[src/core/dbmc_pkg.sv]
// Shared constants and helpers for the DRAM bank map configuration block
package dbmc_pkg;

    // Register indices seen through the extended setup access
    localparam logic [15:0] IDX_CHIP_SIZE = 16'h0181;
    localparam logic [15:0] IDX_UPPER_ENABLE = 16'h0182;
    localparam logic [15:0] IDX_WINDOW0 = 16'h0184;
    localparam logic [15:0] IDX_WINDOW1 = 16'h0185;
    localparam logic [15:0] IDX_WINDOW2 = 16'h0186;
    localparam logic [15:0] IDX_WINDOW3 = 16'h0187;

    // Values after reset
    localparam logic [7:0] RST_CHIP_SIZE = 8'h00;
    localparam logic [3:0] RST_UPPER_ENABLE = 4'hf;
    localparam logic [5:0] RST_WINDOW0 = 6'h00;
    localparam logic [5:0] RST_WINDOW1 = 6'h01;
    localparam logic [5:0] RST_WINDOW2 = 6'h02;
    localparam logic [5:0] RST_WINDOW3 = 6'h03;

    // Field positions
    localparam int BANK2_EN_LSB = 0;
    localparam int BANK3_EN_LSB = 2;
    localparam int WIN_ADDR_LSB = 20;
    localparam int WIN_ADDR_MSB = 25;
    localparam int MAP_TOP_LSB = 26;

    // Bank enable codes
    localparam logic [1:0] EN_CODE_ON = 2'h0;
    localparam logic [1:0] EN_CODE_OFF = 2'h3;

    // Chip size codes
    localparam logic [1:0] SIZE_256K = 2'h0;
    localparam logic [1:0] SIZE_RSVD = 2'h1;
    localparam logic [1:0] SIZE_1M = 2'h2;
    localparam logic [1:0] SIZE_4M = 2'h3;

    // Window bits that take part in the compare for a given chip size
    function automatic logic [5:0] sizeMask(input logic [1:0] code);
        case (code)
            SIZE_256K: sizeMask = 6'h3f;
            SIZE_1M: sizeMask = 6'h3c;
            SIZE_4M: sizeMask = 6'h30;
            default: sizeMask = 6'h00;
        endcase
    endfunction

    // A bank is usable only while its enable field holds the on code
    function automatic logic enCodeOn(input logic [1:0] code);
        enCodeOn = (code == EN_CODE_ON);
    endfunction

endpackage

[src/core/dbmc_bank_match.sv]
// Address compare of one DRAM bank against its window base
`timescale 1ns/10ps
module dbmc_bank_match (
    // Access address
    input wire logic [31:0] addr,
    // Bank configuration
    input wire logic [5:0] windowBase,
    input wire logic [1:0] sizeCode,
    input wire logic enable,
    // Result
    output logic hit
);
    // Only bits significant for the chip size are compared; nothing above 64 MB
    wire [5:0] mask = dbmc_pkg::sizeMask(sizeCode); // RQ9
    wire [5:0] addrWin = addr[dbmc_pkg::WIN_ADDR_MSB:dbmc_pkg::WIN_ADDR_LSB]; // RQ10
    wire inRange = (addr[31:dbmc_pkg::MAP_TOP_LSB] == 6'h00); // RQ10
    wire reservedSize = (sizeCode == dbmc_pkg::SIZE_RSVD);

    // Reserved size code never matches
    assign hit = enable && inRange && !reservedSize
        && (((addrWin ^ windowBase) & mask) == 6'h00); // RQ16

endmodule // dbmc_bank_match

[src/core/dbmc_bank_pick.sv]
// Registered bank selection from the four bank compare results
`timescale 1ns/10ps
module dbmc_bank_pick (
    // Clock and reset
    input wire logic mclk,
    input wire logic reset,
    // Compare results
    input wire logic memReq,
    input wire logic [3:0] hits,
    input wire logic [7:0] chipSizes,
    // Selection
    output logic [3:0] bankSelect,
    output logic bankHit,
    output logic [1:0] bankChipSize
);
    // Lowest numbered matching bank wins, so overlaps cannot select two
    wire [3:0] oneHot = hits & (~hits + 4'h1); // RQ16
    wire [1:0] pickIdx = oneHot[1] ? 2'h1 : oneHot[2] ? 2'h2 : oneHot[3] ? 2'h3 : 2'h0;
    wire [3:0] next_select = memReq ? oneHot : 4'h0;
    wire [1:0] next_size = chipSizes[{pickIdx, 1'b0} +: 2];

    // Selection registers
    always_ff @(posedge mclk) begin
        if (reset) begin
            bankSelect <= 4'h0;
            bankHit <= 1'b0;
            bankChipSize <= 2'h0;
        end else begin
            bankSelect <= next_select;
            bankHit <= |next_select;
            bankChipSize <= (|next_select) ? next_size : 2'h0;
        end
    end

endmodule // dbmc_bank_pick

[src/core/dbmc_bank_map.sv]
// DRAM bank map configuration registers and bank selection
`timescale 1ns/10ps
// Notes on behaviour
// [RQ1] Bank 2 enable field bits 1:0; 00 enables, 11 disables, others reserved.
// [RQ2] Bank 3 enable field bits 3:2; 00 enables, 11 disables, others reserved.
// [RQ3] Enable register resets to 0x0f, upper bits reserved, readable and writable.
// [RQ4] Size register holds a two-bit chip code per bank, bank 0 lowest.
// [RQ5] Chip size codes steer which address bits pick a bank.
// [RQ6] Size register fully readable and writable, resets to all zeros.
// [RQ7] Software places larger chips in lower banks.
// [RQ8] Software uses page mode only with equal chip sizes in all banks.
// [RQ9] Window granule is 1, 4 or 16 MB by chip size.
// [RQ10] Window bits 5:0 map address bits 25:20; bits 7:6 reserved.
// [RQ11] Software programs only the window bits significant for the size.
// [RQ12] Windows reset to 0, 1, 2 and 3.
// [RQ13] Software keeps bank windows unique and non-overlapping.
// [RQ14] Software keeps board memory contiguous from address zero.
// [RQ15] Registers answer only through the extended setup access.
// [RQ16] Enabled bank whose significant window bits match is selected, else none.
// [RQ17] A disabled bank is never selected.
module dbmc_bank_map (
    // Clock and reset
    input wire logic mclk,
    input wire logic reset,
    // Extended setup register access
    input wire logic extendedSetupAccess,
    input wire logic regWrite,
    input wire logic regRead,
    input wire logic [15:0] regIndex,
    input wire logic [7:0] regWriteData,
    output logic [7:0] regReadData,
    output logic regReadValid,
    // Memory access decode
    input wire logic memReq,
    input wire logic [31:0] memAddr,
    output logic [3:0] bankSelect,
    output logic bankHit,
    output logic [1:0] bankChipSize
);
    // Configuration storage
    logic [7:0] bankChipSizeReg;
    logic [3:0] bankUpperEnable;
    logic [5:0] windowBase [4];

    // Access qualification: nothing moves without the extended setup access
    wire accWrite = extendedSetupAccess && regWrite; // RQ15
    wire accRead = extendedSetupAccess && regRead; // RQ15

    // Register decode
    wire selSize = (regIndex == dbmc_pkg::IDX_CHIP_SIZE);
    wire selEnable = (regIndex == dbmc_pkg::IDX_UPPER_ENABLE);
    wire [3:0] selWindow = {regIndex == dbmc_pkg::IDX_WINDOW3,
        regIndex == dbmc_pkg::IDX_WINDOW2,
        regIndex == dbmc_pkg::IDX_WINDOW1,
        regIndex == dbmc_pkg::IDX_WINDOW0};

    // Per bank enables: banks 0 and 1 have no enable here and stay on
    wire [1:0] bank2Code = bankUpperEnable[dbmc_pkg::BANK2_EN_LSB +: 2];
    wire [1:0] bank3Code = bankUpperEnable[dbmc_pkg::BANK3_EN_LSB +: 2];
    wire bank2On = dbmc_pkg::enCodeOn(bank2Code); // RQ1 RQ17
    wire bank3On = dbmc_pkg::enCodeOn(bank3Code); // RQ2 RQ17
    wire [3:0] bankOn = {bank3On, bank2On, 1'b1, 1'b1};

    // Read multiplexer; reserved bits and unmapped indices read zero
    wire [7:0] next_readData = selSize ? bankChipSizeReg
        : selEnable ? {4'h0, bankUpperEnable}
        : selWindow[0] ? {2'h0, windowBase[0]}
        : selWindow[1] ? {2'h0, windowBase[1]}
        : selWindow[2] ? {2'h0, windowBase[2]}
        : selWindow[3] ? {2'h0, windowBase[3]}
        : 8'h00;

    // Chip size and enable registers
    always_ff @(posedge mclk) begin
        if (reset) begin
            bankChipSizeReg <= dbmc_pkg::RST_CHIP_SIZE; // RQ6
            bankUpperEnable <= dbmc_pkg::RST_UPPER_ENABLE; // RQ3
        end else begin
            if (accWrite && selSize) begin
                bankChipSizeReg <= regWriteData; // RQ4 RQ6
            end
            if (accWrite && selEnable) begin
                bankUpperEnable <= regWriteData[3:0]; // RQ3
            end
        end
    end

    // Window base registers; bits 7:6 are not stored
    always_ff @(posedge mclk) begin
        if (reset) begin
            windowBase[0] <= dbmc_pkg::RST_WINDOW0; // RQ12
            windowBase[1] <= dbmc_pkg::RST_WINDOW1; // RQ12
            windowBase[2] <= dbmc_pkg::RST_WINDOW2; // RQ12
            windowBase[3] <= dbmc_pkg::RST_WINDOW3; // RQ12
        end else begin
            for (int i = 0; i < 4; i++) begin
                if (accWrite && selWindow[i]) begin
                    windowBase[i] <= regWriteData[5:0]; // RQ10
                end
            end
        end
    end

    // Read answer, one cycle after the read strobe
    always_ff @(posedge mclk) begin
        if (reset) begin
            regReadData <= 8'h00;
            regReadValid <= 1'b0;
        end else begin
            regReadValid <= accRead; // RQ15
            regReadData <= accRead ? next_readData : 8'h00;
        end
    end

    // Per bank address compare
    wire [3:0] hits;
    for (genvar b = 0; b < 4; b++) begin : g_match
        dbmc_bank_match u_match (
            .addr(memAddr),
            .windowBase(windowBase[b]),
            .sizeCode(bankChipSizeReg[2 * b +: 2]), // RQ5
            .enable(bankOn[b]), // RQ17
            .hit(hits[b])
        );
    end

    // Bank selection register stage
    dbmc_bank_pick u_pick (
        .mclk(mclk),
        .reset(reset),
        .memReq(memReq),
        .hits(hits),
        .chipSizes(bankChipSizeReg),
        .bankSelect(bankSelect),
        .bankHit(bankHit),
        .bankChipSize(bankChipSize)
    );
endmodule // dbmc_bank_map

[config.mk]
export PLATFORM = sky130hd
export DESIGN_NAME = dbmc_bank_map
export DESIGN_NICKNAME = d
export VERILOG_FILES = /design/src/core/dbmc_pkg.sv /design/src/core/dbmc_bank_match.sv /design/src/core/dbmc_bank_pick.sv /design/src/core/dbmc_bank_map.sv
export SDC_FILE = /design/constraint.sdc
export NUM_CORES = 1
export LEC_CHECK = 0
export BUFFER_PORTS_ARGS = -buffer_cell sky130_fd_sc_hd__buf_2
export CAP_MARGIN = 10
export CORE_ASPECT_RATIO = 1.2
export CORE_MARGIN = 3
export CORE_UTILIZATION = 53
export CTS_BUF_LIST = sky130_fd_sc_hd__clkbuf_2
export CTS_CLUSTER_SIZE = 14
export DETAILED_ROUTE_END_ITERATION = 10
export PLACE_DENSITY = 0.82
export SLEW_MARGIN = 20
export SYNTH_ARGS = -nofsm -noshare
export SYNTH_HDL_FRONTEND = slang
export SYNTH_SLANG_ARGS = --single-unit
[constraint.sdc]
create_clock -name mclk -period 3.2 [get_ports mclk]
set_input_delay 0.48 -clock mclk [delete_from_list [all_inputs] [get_ports mclk]]
set_output_delay 0.48 -clock mclk [all_outputs]
set_load 0.01 [all_outputs]
==> flow_summary.yaml, run 1 <==
logic_synthesis:
  yosysSeqAreaShare_pct: 49.73
  synth_cells: 225
  async_reset_ff_share_pct: 0
  ys.flop_type: "dfxtp_1"
  yosys.area.top_type: "edfxtp_1"
  synthDistinctLibCells: 49
  yosys-top-cells-area: "edfxtp_1 28%, dfxtp_1 22%, xnor2_1 6.1%"
  netlist_area_um2: 2576
  yosys_warnings: 0
  synth_edf_count: 24
  synth_top_area_share_pct: 27.97
  ys_seq_elements: 52
  synth_fp_nets: 287
  synth.avg_cell_area_um2: 11.45
run:
  drv_cap: 0
timing:
  period_share_pct: 69.52
  grt_setup_unrepaired: "no"
  setup_tns_ns: 0
  worst_pin_slew_ns: 0.5520
  fin_ws_ns: 0.9752
  hold_violations: 0
  post-route-min-period_ns: 2.225
  fmax_ghz: 0.4495
  drv_slew: 0
  setup_viol: 0
  fin_skew_ns: 0.01327
  slew_headroom_pct: 63.20
detailed_routing:
  drc: 0
  viasPerCell: 5.675
  firstDrtPassIters: 6
  wl_per_cell_um: 17.09
  drt_iter0_drc: 205
  detail-route-antenna-nets: 0
  vias: 1958
  wirelength_um: 5896
placed_design:
  dp.cells: 337
  place_congestion: 0.8799
  dp_hpwl_um: 4729
  port_buffers: 57
  dp_slack_ns: 0.5238
layout:
  fin_nets: 348
  area_growth_pct: 15.25
  register_area_um2: 1281
  drive_gt1_share_pct: 32.06
  multi_input_area_um2: 1230
  finalCoreUtilization_pct: 64.15
  antennaDiodeCount: 0
  fill_cells: 380
  finalNonFillerCells: 345
floorplan:
  io_pins: 78
  initial_core_util_pct: 55.66
  die_x_um: 69.65
  rows: 27
  core_area_um2: 4628
  chipHeight_um: 82.38
  die_area_um2: 5737
clock_network:
  clk-insertion-delay-late_ns: 0.42
  cts.repair.resized: 0
  post_cts_buffers: 0
  cts-buffers-inserted: 5
  tritoncts: "done"
  clock_path_buffers: 2
  clkSinkCount: 52
  root_buffer: "clkbuf_2"
  hold_buffers: 0
  clkTransAtPathRegs_ns: 0.24
  htree_levels: 2
global_routing:
  track_usage_pct: 21.32
  grt_max_degree: 16
  grt_remaining_overflow: 0
  grt_antenna_before_repair: 0
  grt_pass1_vias: 1879
  grt_pass1_wl_um: 9301
setup_path:
  crit_buf_inv: 2
  worstSetupPathType: "input pin to register"
  required_ns: 3.39
  crit_path_end_kind: "register"
  cp_max_fo: 8
  timing.rr.start: "windowBase[1][1]"
  cp-startpoint: "regIndex[15]"
  crit_slowest_cell: "o31ai_1"
  cp_cell_sequence: "buf_2, nor4_1, nand4_1, nor2_2, nand3_2, o31ai_1, buf_4"
  crit_family: "simple AND/OR/NAND/NOR gates"
  worst_ep_arrival_time_ns: 2.41
  cpPeakStageDelay_ns: 0.47
  crit_path_start_kind: "input pin"
worst_hold_path:
  worstHoldStart: "regWriteData[7]"
  hold_path_class: "input pin to register"
run_status:
  status: "completed"
power_and_ir_drop:
  max-vdd-ir-drop_mv: 0.2127
  leakage_nw: 1.108
  power_density_nw_per_um2: 372.3
[cells in the mapped netlist (all sizes together), types with 5 or more instances]
master	count
dfxtp	28
edfxtp	24
nor2	22
and2	20
xnor2	18
mux2i	12
nand2	10
inv	7
nor3	7
nor4	7
mux4	6
nand2b	6
xor2	6
a21oi	5
clkbuf	5
[final timing paths]
path,depth (start not counted),end,slack (ns)
min reg2reg,1,regReadData[6],0.53
max reg2reg,6,u_pick.bankChipSize[0],1.17
max,7,windowBase[0][0],0.98
min,3,bankChipSizeReg[7],0.27
[worst min-delay path: cells and delay by family]
kind,cells,cell delay [ns]
buffers and inverters,1,0.07
multiplexers,1,0.05
AND/OR/NAND/NOR,1,0.07
[kinds of logic (layout without fill, tap and decap cells)]
group,count (synthesis),after routing,synth area share (%)
simple gates,91,91,22.44
flops,52,52,49.73
compound gates,24,24,6.799
xor+xnor,24,24,8.159
mux,19,19,10.34
buf+inv,15,77,2.525
[power by group]
group,total [mW],leakage (nW),switching [mW],internal (mW)
clock network,0.252,0.0330,0.192,0.0596
registers,0.723,0.456,0.0118,0.711
logic,0.131,0.620,0.0689,0.0619
total,1.11,1.11,0.273,0.832
[cell usage in the layout, fill, tap and decap left out, types with 2 or more instances in the layout]
cell type and n:
xor2_1 6, o21ai_0 3, dfxtp_1 28, nand2_1 10, a21oi_1 4, buf_2 57, buf_4 4, nand3_1 3
a222oi_1 4, nor3_1 2, nor4_4 2, inv_1 6, nand2b_1 6, a22oi_1 2, edfxtp_1 24, mux4_2 6
clkbuf_2 7, nor3_2 4, nor4_1 3, nand4_1 2, o31ai_1 2, xnor2_1 18, nor2_1 21, and3_1 4
and2_1 20, nor4_2 2, mux2i_1 12, a31oi_1 4
[flip-flops by register name (all words and copies together), names as in the netlist]
signal,flops
bankChipSizeReg,8
u_pick.bankSelect,4
u_pick.bankChipSize,2
windowBase,24
regReadValid,1
u_pick.bankHit,1
bankUpperEnable,4
regReadData,8
[through the flow]
| stage | hold WS [ns] | power [mW] | instance area, µm² |
|---|---|---|---|
| after detailed placement | 0.4934 | 0.8676 | 2929 |
| after global placement | 0.4854 | 0.8635 | 2929 |
| after floorplan | 0.4549 | 0.8063 | 2576 |
| after global routing | 0.2634 | 1.157 | 2969 |
| after CTS | 0.2538 | 1.114 | 2969 |
| final | 0.2687 | 1.105 | 2969 |
[layer usage]
layer	vias up	wire length [µm]	GRT usage (%)	part of all wire [%]
li1	933	-	-	-
met1	942	2286	23.79	39
met2	70	3142	41.13	53
met3	13	315	3.753	5.3
met4	0	151	7.663	2.6
met5	-	0	0	0
[final cells by class]
cell class | instances | area share [%]
Sequential cell | 52 | 43.15
Tap cell | 58 | 2.444
Inverter | 8 | 1.011
Clock inverter | 1 | 0.1686
Clock buffer | 7 | 1.180
Timing Repair Buffer | 61 | 10.62
Multi-Input combinational cell | 158 | 41.42
(Power assumes the default switching activity.)
==> run 2, diff against run 1 <==
--- a/config.mk
+++ b/config.mk
@@ -5,15 +5,16 @@
 export SDC_FILE = /design/constraint.sdc
 export NUM_CORES = 1
 export LEC_CHECK = 0
+export ABC_AREA = 1
 export BUFFER_PORTS_ARGS = -buffer_cell sky130_fd_sc_hd__buf_2
 export CAP_MARGIN = 10
 export CORE_ASPECT_RATIO = 1.2
 export CORE_MARGIN = 3
-export CORE_UTILIZATION = 53
+export CORE_UTILIZATION = 55
 export CTS_BUF_LIST = sky130_fd_sc_hd__clkbuf_2
 export CTS_CLUSTER_SIZE = 14
 export DETAILED_ROUTE_END_ITERATION = 10
-export PLACE_DENSITY = 0.82
+export PLACE_DENSITY = 0.83
 export SLEW_MARGIN = 20
 export SYNTH_ARGS = -nofsm -noshare
 export SYNTH_HDL_FRONTEND = slang
==> constraint.sdc (replaced) <==
create_clock -name mclk -period 2.1 [get_ports mclk]
set_input_delay 0.315 -clock mclk [delete_from_list [all_inputs] [get_ports mclk]]
set_output_delay 0.315 -clock mclk [all_outputs]
set_load 0.01 [all_outputs]
==> run 2 against run 1 <==
Against the previous run: final cell count increased by 55%; sequential power increased by 52%; critical path depth is 6 higher; register-to-register slack worse by 0.72 ns; flip-flop and latch count unchanged; sequential share of layout area is 5.3 points lower; non-clock buffer count grew 3; wire length up 30%; worst hold slack worse by 0.14 ns; largest cell class is now multi-input gates.
==> flow_summary.yaml, run 2 <==
placed_design:
  dp_slack_ns: 0.1755
  place_congestion: 0.9307
  placed_cell_area_um2: 3339
  dp_hpwl_um: 6404
  port_buffers: 57
logic_synthesis:
  synth-xor-area-share_pct: 1.189
  muxShareOfSynthArea_pct: 0
  yosys-top-cells-area: "edfxtp_1 24%, dfxtp_1 19%, nand2_1 14%"
  ys_seq_elements: 52
  synth_top_area_share_pct: 24.46
  synth.avg_cell_area_um2: 7.240
  synth_fp_nets: 469
  synth_top_family_by_area: "simple AND/OR/NAND/NOR gates"
  synthDistinctLibCells: 31
  yosys.area_share.adder_pct: 0
  ys.flop_type: "dfxtp_1"
  netlist_area_um2: 2947
  async_reset_ff_share_pct: 0
  yosysSeqAreaShare_pct: 43.48
  synth_cells: 407
  synth_commonest_cells: "110 x nand2_1, 59 x nor2_1, 54 x inv_1"
  synth-compound-area-share_pct: 10.02
  yosys_warnings: 0
  synth_edf_count: 24
  synth-simple-area-share_pct: 36.09
  synthMostInstantiatedCell: "nand2_1"
  yosys.area.top_type: "edfxtp_1"
layout:
  mostFrequentLayoutCells: "110 x nand2_1, 59 x nor2_1, 57 x buf_2"
  design_area_um2: 3382
  largest_reg_flops: 24
  area_growth_pct: 14.78
  reg_top3: "windowBase x24, bankChipSizeReg x8, regReadData x8"
  antennaDiodeCount: 0
  layout_commonest_cell: "nand2_1"
  multi_input_area_um2: 1394
  finalCoreUtilization_pct: 67.04
  drive_gt1_share_pct: 23.79
  fin_nets: 536
  fill_cells: 448
  register_area_um2: 1281
  top_register: "windowBase"
global_routing:
  grt_max_degree: 17
  grt_remaining_overflow: 0
  grt_antenna_before_repair: 0
  grt_pass1_vias: 2755
  grt_pass1_wl_um: 12650
  track_usage_pct: 26.27
timing:
  worst_pin_slew_ns: 0.3575
  setup_viol: 0
  fin_hold_ws_ns: 0.1313
  slew_headroom_pct: 76.14
  fmax_ghz: 0.6075
  fin_skew_ns: 0.02008
  drv_slew: 0
  post-route-min-period_ns: 1.646
  period_share_pct: 78.38
  hold_violations: 0
  setup_tns_ns: 0
  grt_setup_unrepaired: "no"
  fin_ws_ns: 0.4539
setup_path:
  cpPeakStageDelay_ns: 0.46
  crit_family: "simple AND/OR/NAND/NOR gates"
  cp_cell_sequence: "inv_1, nand2_1, nand2_1, nand2_1, nor2_1, nand2_1, nor2_2, nor2_1, nand2_2, nand2_2, nand2_1, nand3_1, a21oi_1"
  cp_max_fo: 4
  crit_path_end_kind: "register"
  crit_buf_inv: 1
  worst_ep_arrival_time_ns: 2.06
  crit_slowest_cell: "edfxtp_1"
  crit_top_cell: "nand2_1"
  crit_path_start_kind: "register"
  required_ns: 2.51
  worstSetupPathType: "register to register"
detailed_routing:
  viasPerCell: 5.372
  drt_iter0_drc: 217
  detail-route-antenna-nets: 0
  wl_per_cell_um: 14.37
  firstDrtPassIters: 5
  drc: 0
  vias: 2874
  wirelength_um: 7686
clock_network:
  post_cts_buffers: 0
  clkSinkCount: 52
  htree_levels: 2
  cts-buffers-inserted: 5
  root_buffer: "clkbuf_2"
  clock_path_buffers: 2
  tritoncts: "done"
  cts.repair.resized: 0
  clkTransAtPathRegs_ns: 0.25
  clk-insertion-delay-late_ns: 0.45
  hold_buffers: 0
floorplan:
  chipHeight_um: 86.18
  initial_core_util_pct: 58.41
  core_area_um2: 5045
  io_pins: 78
  die_area_um2: 6275
  die_x_um: 72.82
  rows: 28
worst_hold_path:
  hold_path_class: "input pin to register"
power_and_ir_drop:
  max-vdd-ir-drop_mv: 0.4143
  power_density_nw_per_um2: 506.7
  leakage_nw: 1.610
run_status:
  status: "completed"
run:
  drv_cap: 0
## run 2: worst paths after layout
kind	from	end	slack, ns	depth (start not counted)
max	windowBase[0][4]	u_pick.bankChipSize[1]	0.45	13
min	regWriteData[7]	bankChipSizeReg[7]	0.13	3
max reg2reg	windowBase[0][4]	u_pick.bankChipSize[1]	0.45	13
min reg2reg	bankChipSizeReg[4]	regReadData[4]	0.47	2
## run 2: logic make-up after synthesis
group	count (synthesis)
AOI/OAI and AO/OA	50
xor gates and xnor gates	4
DFF	52
buffers and inverters	71
and+or+nand+nor	230
## run 2: cell type report
| class | instances | area share (%) |
|---|---|---|
| Clock buffer | 5 | 0.7399 |
| Clock inverter | 3 | 0.5179 |
| Inverter | 67 | 7.436 |
| Multi-Input combinational cell | 284 | 41.21 |
| Sequential cell | 52 | 37.88 |
| Tap cell | 60 | 2.220 |
| Timing Repair Buffer | 64 | 9.989 |
## run 2: report_power, final
part	switching, mW	total (mW)	internal (mW)
registers	0.0199	1.10	1.08
logic	0.135	0.211	0.0760
clock network	0.318	0.399	0.0813
total	0.473	1.71	1.24
## run 2: worst reg2reg max path, stage by stage, from the launching register on
cell	delay [ns]
edfxtp_1	0.46
inv_1	0.11
nand2_1	0.06
nand2_1	0.05
nand2_1	0.05
nor2_1	0.16
nand2_1	0.09
nor2_2	0.12
nor2_1	0.07
nand2_2	0.10
nand2_2	0.08
nand2_1	0.07
nand3_1	0.06
a21oi_1	0.13
## run 2: metal layers
layer,part of all wire [%],global-route usage [%],vias up,wire [µm]
met5,0,0,-,0
met2,51,44.25,129,3898
met1,39,32.34,1285,2996
li1,-,-,1438,-
met4,2.8,11.74,0,217
met3,7.5,4.988,22,574
## run 2: per-stage QoR
stage                     std cells  power, mW
final                           535      1.714
after global routing            535      1.788
after CTS                       535      1.715
after detailed placement        527      1.332
after global placement          527      1.324
after floorplan                 407      1.235
==> run 3, diff against run 2 <==
--- a/config.mk
+++ b/config.mk
@@ -10,11 +10,11 @@
 export CAP_MARGIN = 10
 export CORE_ASPECT_RATIO = 1.2
 export CORE_MARGIN = 3
-export CORE_UTILIZATION = 55
+export CORE_UTILIZATION = 49
 export CTS_BUF_LIST = sky130_fd_sc_hd__clkbuf_2
 export CTS_CLUSTER_SIZE = 14
 export DETAILED_ROUTE_END_ITERATION = 10
-export PLACE_DENSITY = 0.83
+export PLACE_DENSITY = 0.78
 export SLEW_MARGIN = 20
 export SYNTH_ARGS = -nofsm -noshare
 export SYNTH_HDL_FRONTEND = slang
==> constraint.sdc (replaced) <==
create_clock -name mclk -period 1.5 [get_ports mclk]
set_input_delay 0.225 -clock mclk [delete_from_list [all_inputs] [get_ports mclk]]
set_output_delay 0.225 -clock mclk [all_outputs]
set_load 0.01 [all_outputs]
==> run 3 against run 2 <==
Against the previous run: the flow now finishes with violations (negative setup slack); clock power is 76% higher; cell area grew 12%; power increased by 50%; critical path depth shrank 2; wire length increased by 4.4%; sequential share of layout area is 4.2 points lower; global-route usage down 3.4 points.
==> flow_summary.yaml, run 3 (same netlist as run 2, synthesis figures left out) <==
timing:
  fin_skew_ns: 0.02254
  fmax_ghz: 0.6098
  setup_viol: 2
  drv_slew: 0
  grt_setup_unrepaired: "yes"
  fin_hold_ws_ns: 0.05367
  setup_tns_ns: -0.2475
  post-route-min-period_ns: 1.640
  slew_headroom_pct: 77.06
  fin_ws_ns: -0.1399
  period_share_pct: 109.3
  hold_violations: 0
  worst_pin_slew_ns: 0.3429
placed_design:
  placed_cell_area_um2: 3615
  dp_slack_ns: -0.1648
  port_buffers: 57
  dp_hpwl_um: 6379
  place_congestion: 0.9280
worst_hold_path:
  hold_path_class: "input pin to register"
layout:
  drive_gt1_share_pct: 33.86
  fin_nets: 572
  largest_reg_flops: 24
  antennaDiodeCount: 0
  reg_top3: "windowBase x24, bankChipSizeReg x8, regReadData x8"
  area_growth_pct: 29.00
  mostFrequentLayoutCells: "105 x nand2_1, 57 x buf_2, 53 x nor2_1"
  layout_commonest_cell: "nand2_1"
  top_register: "windowBase"
  design_area_um2: 3801
floorplan:
  initial_core_util_pct: 51.31
  core_area_um2: 5743
  rows: 30
  io_pins: 78
  die_area_um2: 6984
  die_x_um: 76.79
  chipHeight_um: 90.95
setup_path:
  cp-endpoint: "u_pick.bankChipSize[1]"
  crit_slowest_cell: "dfxtp_1"
  timing.rr.start: "bankUpperEnable[0]"
  reg2reg_depth: 11
  cp_cell_sequence: "nor2_1, nand2_1, nor2_1, nand3_2, nor2_4, nor2_4, nand2_4, nand2_4, nand2_4, nand3_2, a21oi_2"
  crit_top_cell: "nand2_4"
  reg2reg_slack_ns: -0.14
  r2r-end: "u_pick.bankChipSize[1]"
  worstSetupPathType: "register to register"
  required_ns: 1.89
  cp.depth: 11
  worst_ep_arrival_time_ns: 2.03
  cp_max_fo: 4
  crit_family: "simple AND/OR/NAND/NOR gates"
  crit_path_start_kind: "register"
  cp-startpoint: "bankUpperEnable[0]"
  crit_path_end_kind: "register"
  cpPeakStageDelay_ns: 0.37
  crit_buf_inv: 0
detailed_routing:
  viasPerCell: 5.147
  vias: 3042
  detail-route-antenna-nets: 0
  wl_per_cell_um: 13.58
  drt_iter0_drc: 238
  drc: 0
  wirelength_um: 8023
  firstDrtPassIters: 6
global_routing:
  grt_remaining_overflow: 0
  grt_max_degree: 21
  grt_pass1_wl_um: 12810
  track_usage_pct: 22.90
  grt_pass1_vias: 2821
  grt_antenna_before_repair: 0
clock_network:
  clock_path_buffers: 2
  htree_levels: 2
  tritoncts: "done"
  hold_buffers: 0
  cts-buffers-inserted: 5
  clk-insertion-delay-late_ns: 0.43
  clkTransAtPathRegs_ns: 0.25
  clkSinkCount: 52
  root_buffer: "clkbuf_2"
run_status:
  violations: "negative setup slack"
  status: "finished with violations"
power_and_ir_drop:
  power_mw: 2.577
  max-vdd-ir-drop_mv: 0.4206
  power_density_nw_per_um2: 677.9
  leakage_nw: 1.787
run:
  drv_cap: 0
==> run 3: layout make-up <==
class | instances | area, µm²
Inverter | 67 | 251.5
Sequential cell | 52 | 1281
Clock inverter | 3 | 42.54
Timing Repair Buffer | 100 | 624.3
Fill cell | 483 | 1942
Multi-Input combinational cell | 284 | 1476
Clock buffer | 5 | 25.02
Tap cell | 80 | 100.1
==> run 3: what timing repair did <==
| action | in CTS | in global routing |
|---|---|---|
| resized for setup | 3 | 22 |
| pin swaps | 1 | 14 |
| endpoints found under the setup margin | 2 | 6 |
| setup buffers | 1 | 3 |
==> run 3: power breakdown <==
group          leakage, nW  switching (mW)  internal (mW)
combinational         1.30           0.199          0.130
clock               0.0351           0.427          0.276
sequential           0.456          0.0277           1.52
total                 1.79           0.654           1.92
==> run 3: worst min-delay path by stage <==
stage	slack (ns)	to	startpoint	depth (start not counted)
after floorplan	0.40	windowBase[1][0]	reset	2
after global placement	0.44	regReadData[4]	bankChipSizeReg[4]	2
after detailed placement	0.44	regReadData[4]	bankChipSizeReg[4]	2
after CTS	0.04	bankChipSizeReg[6]	regWriteData[6]	3
after global routing	0.03	bankChipSizeReg[6]	regWriteData[6]	3
final	0.05	bankChipSizeReg[6]	regWriteData[6]	3
==> run 3: metrics by stage <==
stage	util [%]	std cells
6_report	66.19	591
5_1_grt	66.19	591
4_1_cts	64.42	588
3_5_place_dp	62.94	579
3_3_place_gp	62.94	579
2_1_floorplan	-	407
==> run 3: per-layer routing <==
metal	wire length [µm]	global-route usage (%)	up-vias	share of wire [%]
met5	0	0	-	0
met4	346	9.970	0	4.3
met3	552	4.167	32	6.9
met2	4135	41.57	134	52
met1	2988	25.89	1364	37
li1	-	-	1512	-
==> run 3: worst reg2reg max path, cell delays in order (launching register included) <==
cell and delay, ns:
dfxtp_1 0.37, nor2_1 0.16, nand2_1 0.07, nor2_1 0.18, nand3_2 0.13, nor2_4 0.16, nor2_4 0.06, nand2_4 0.10
nand2_4 0.08, nand2_4 0.07, nand3_2 0.08, a21oi_2 0.13
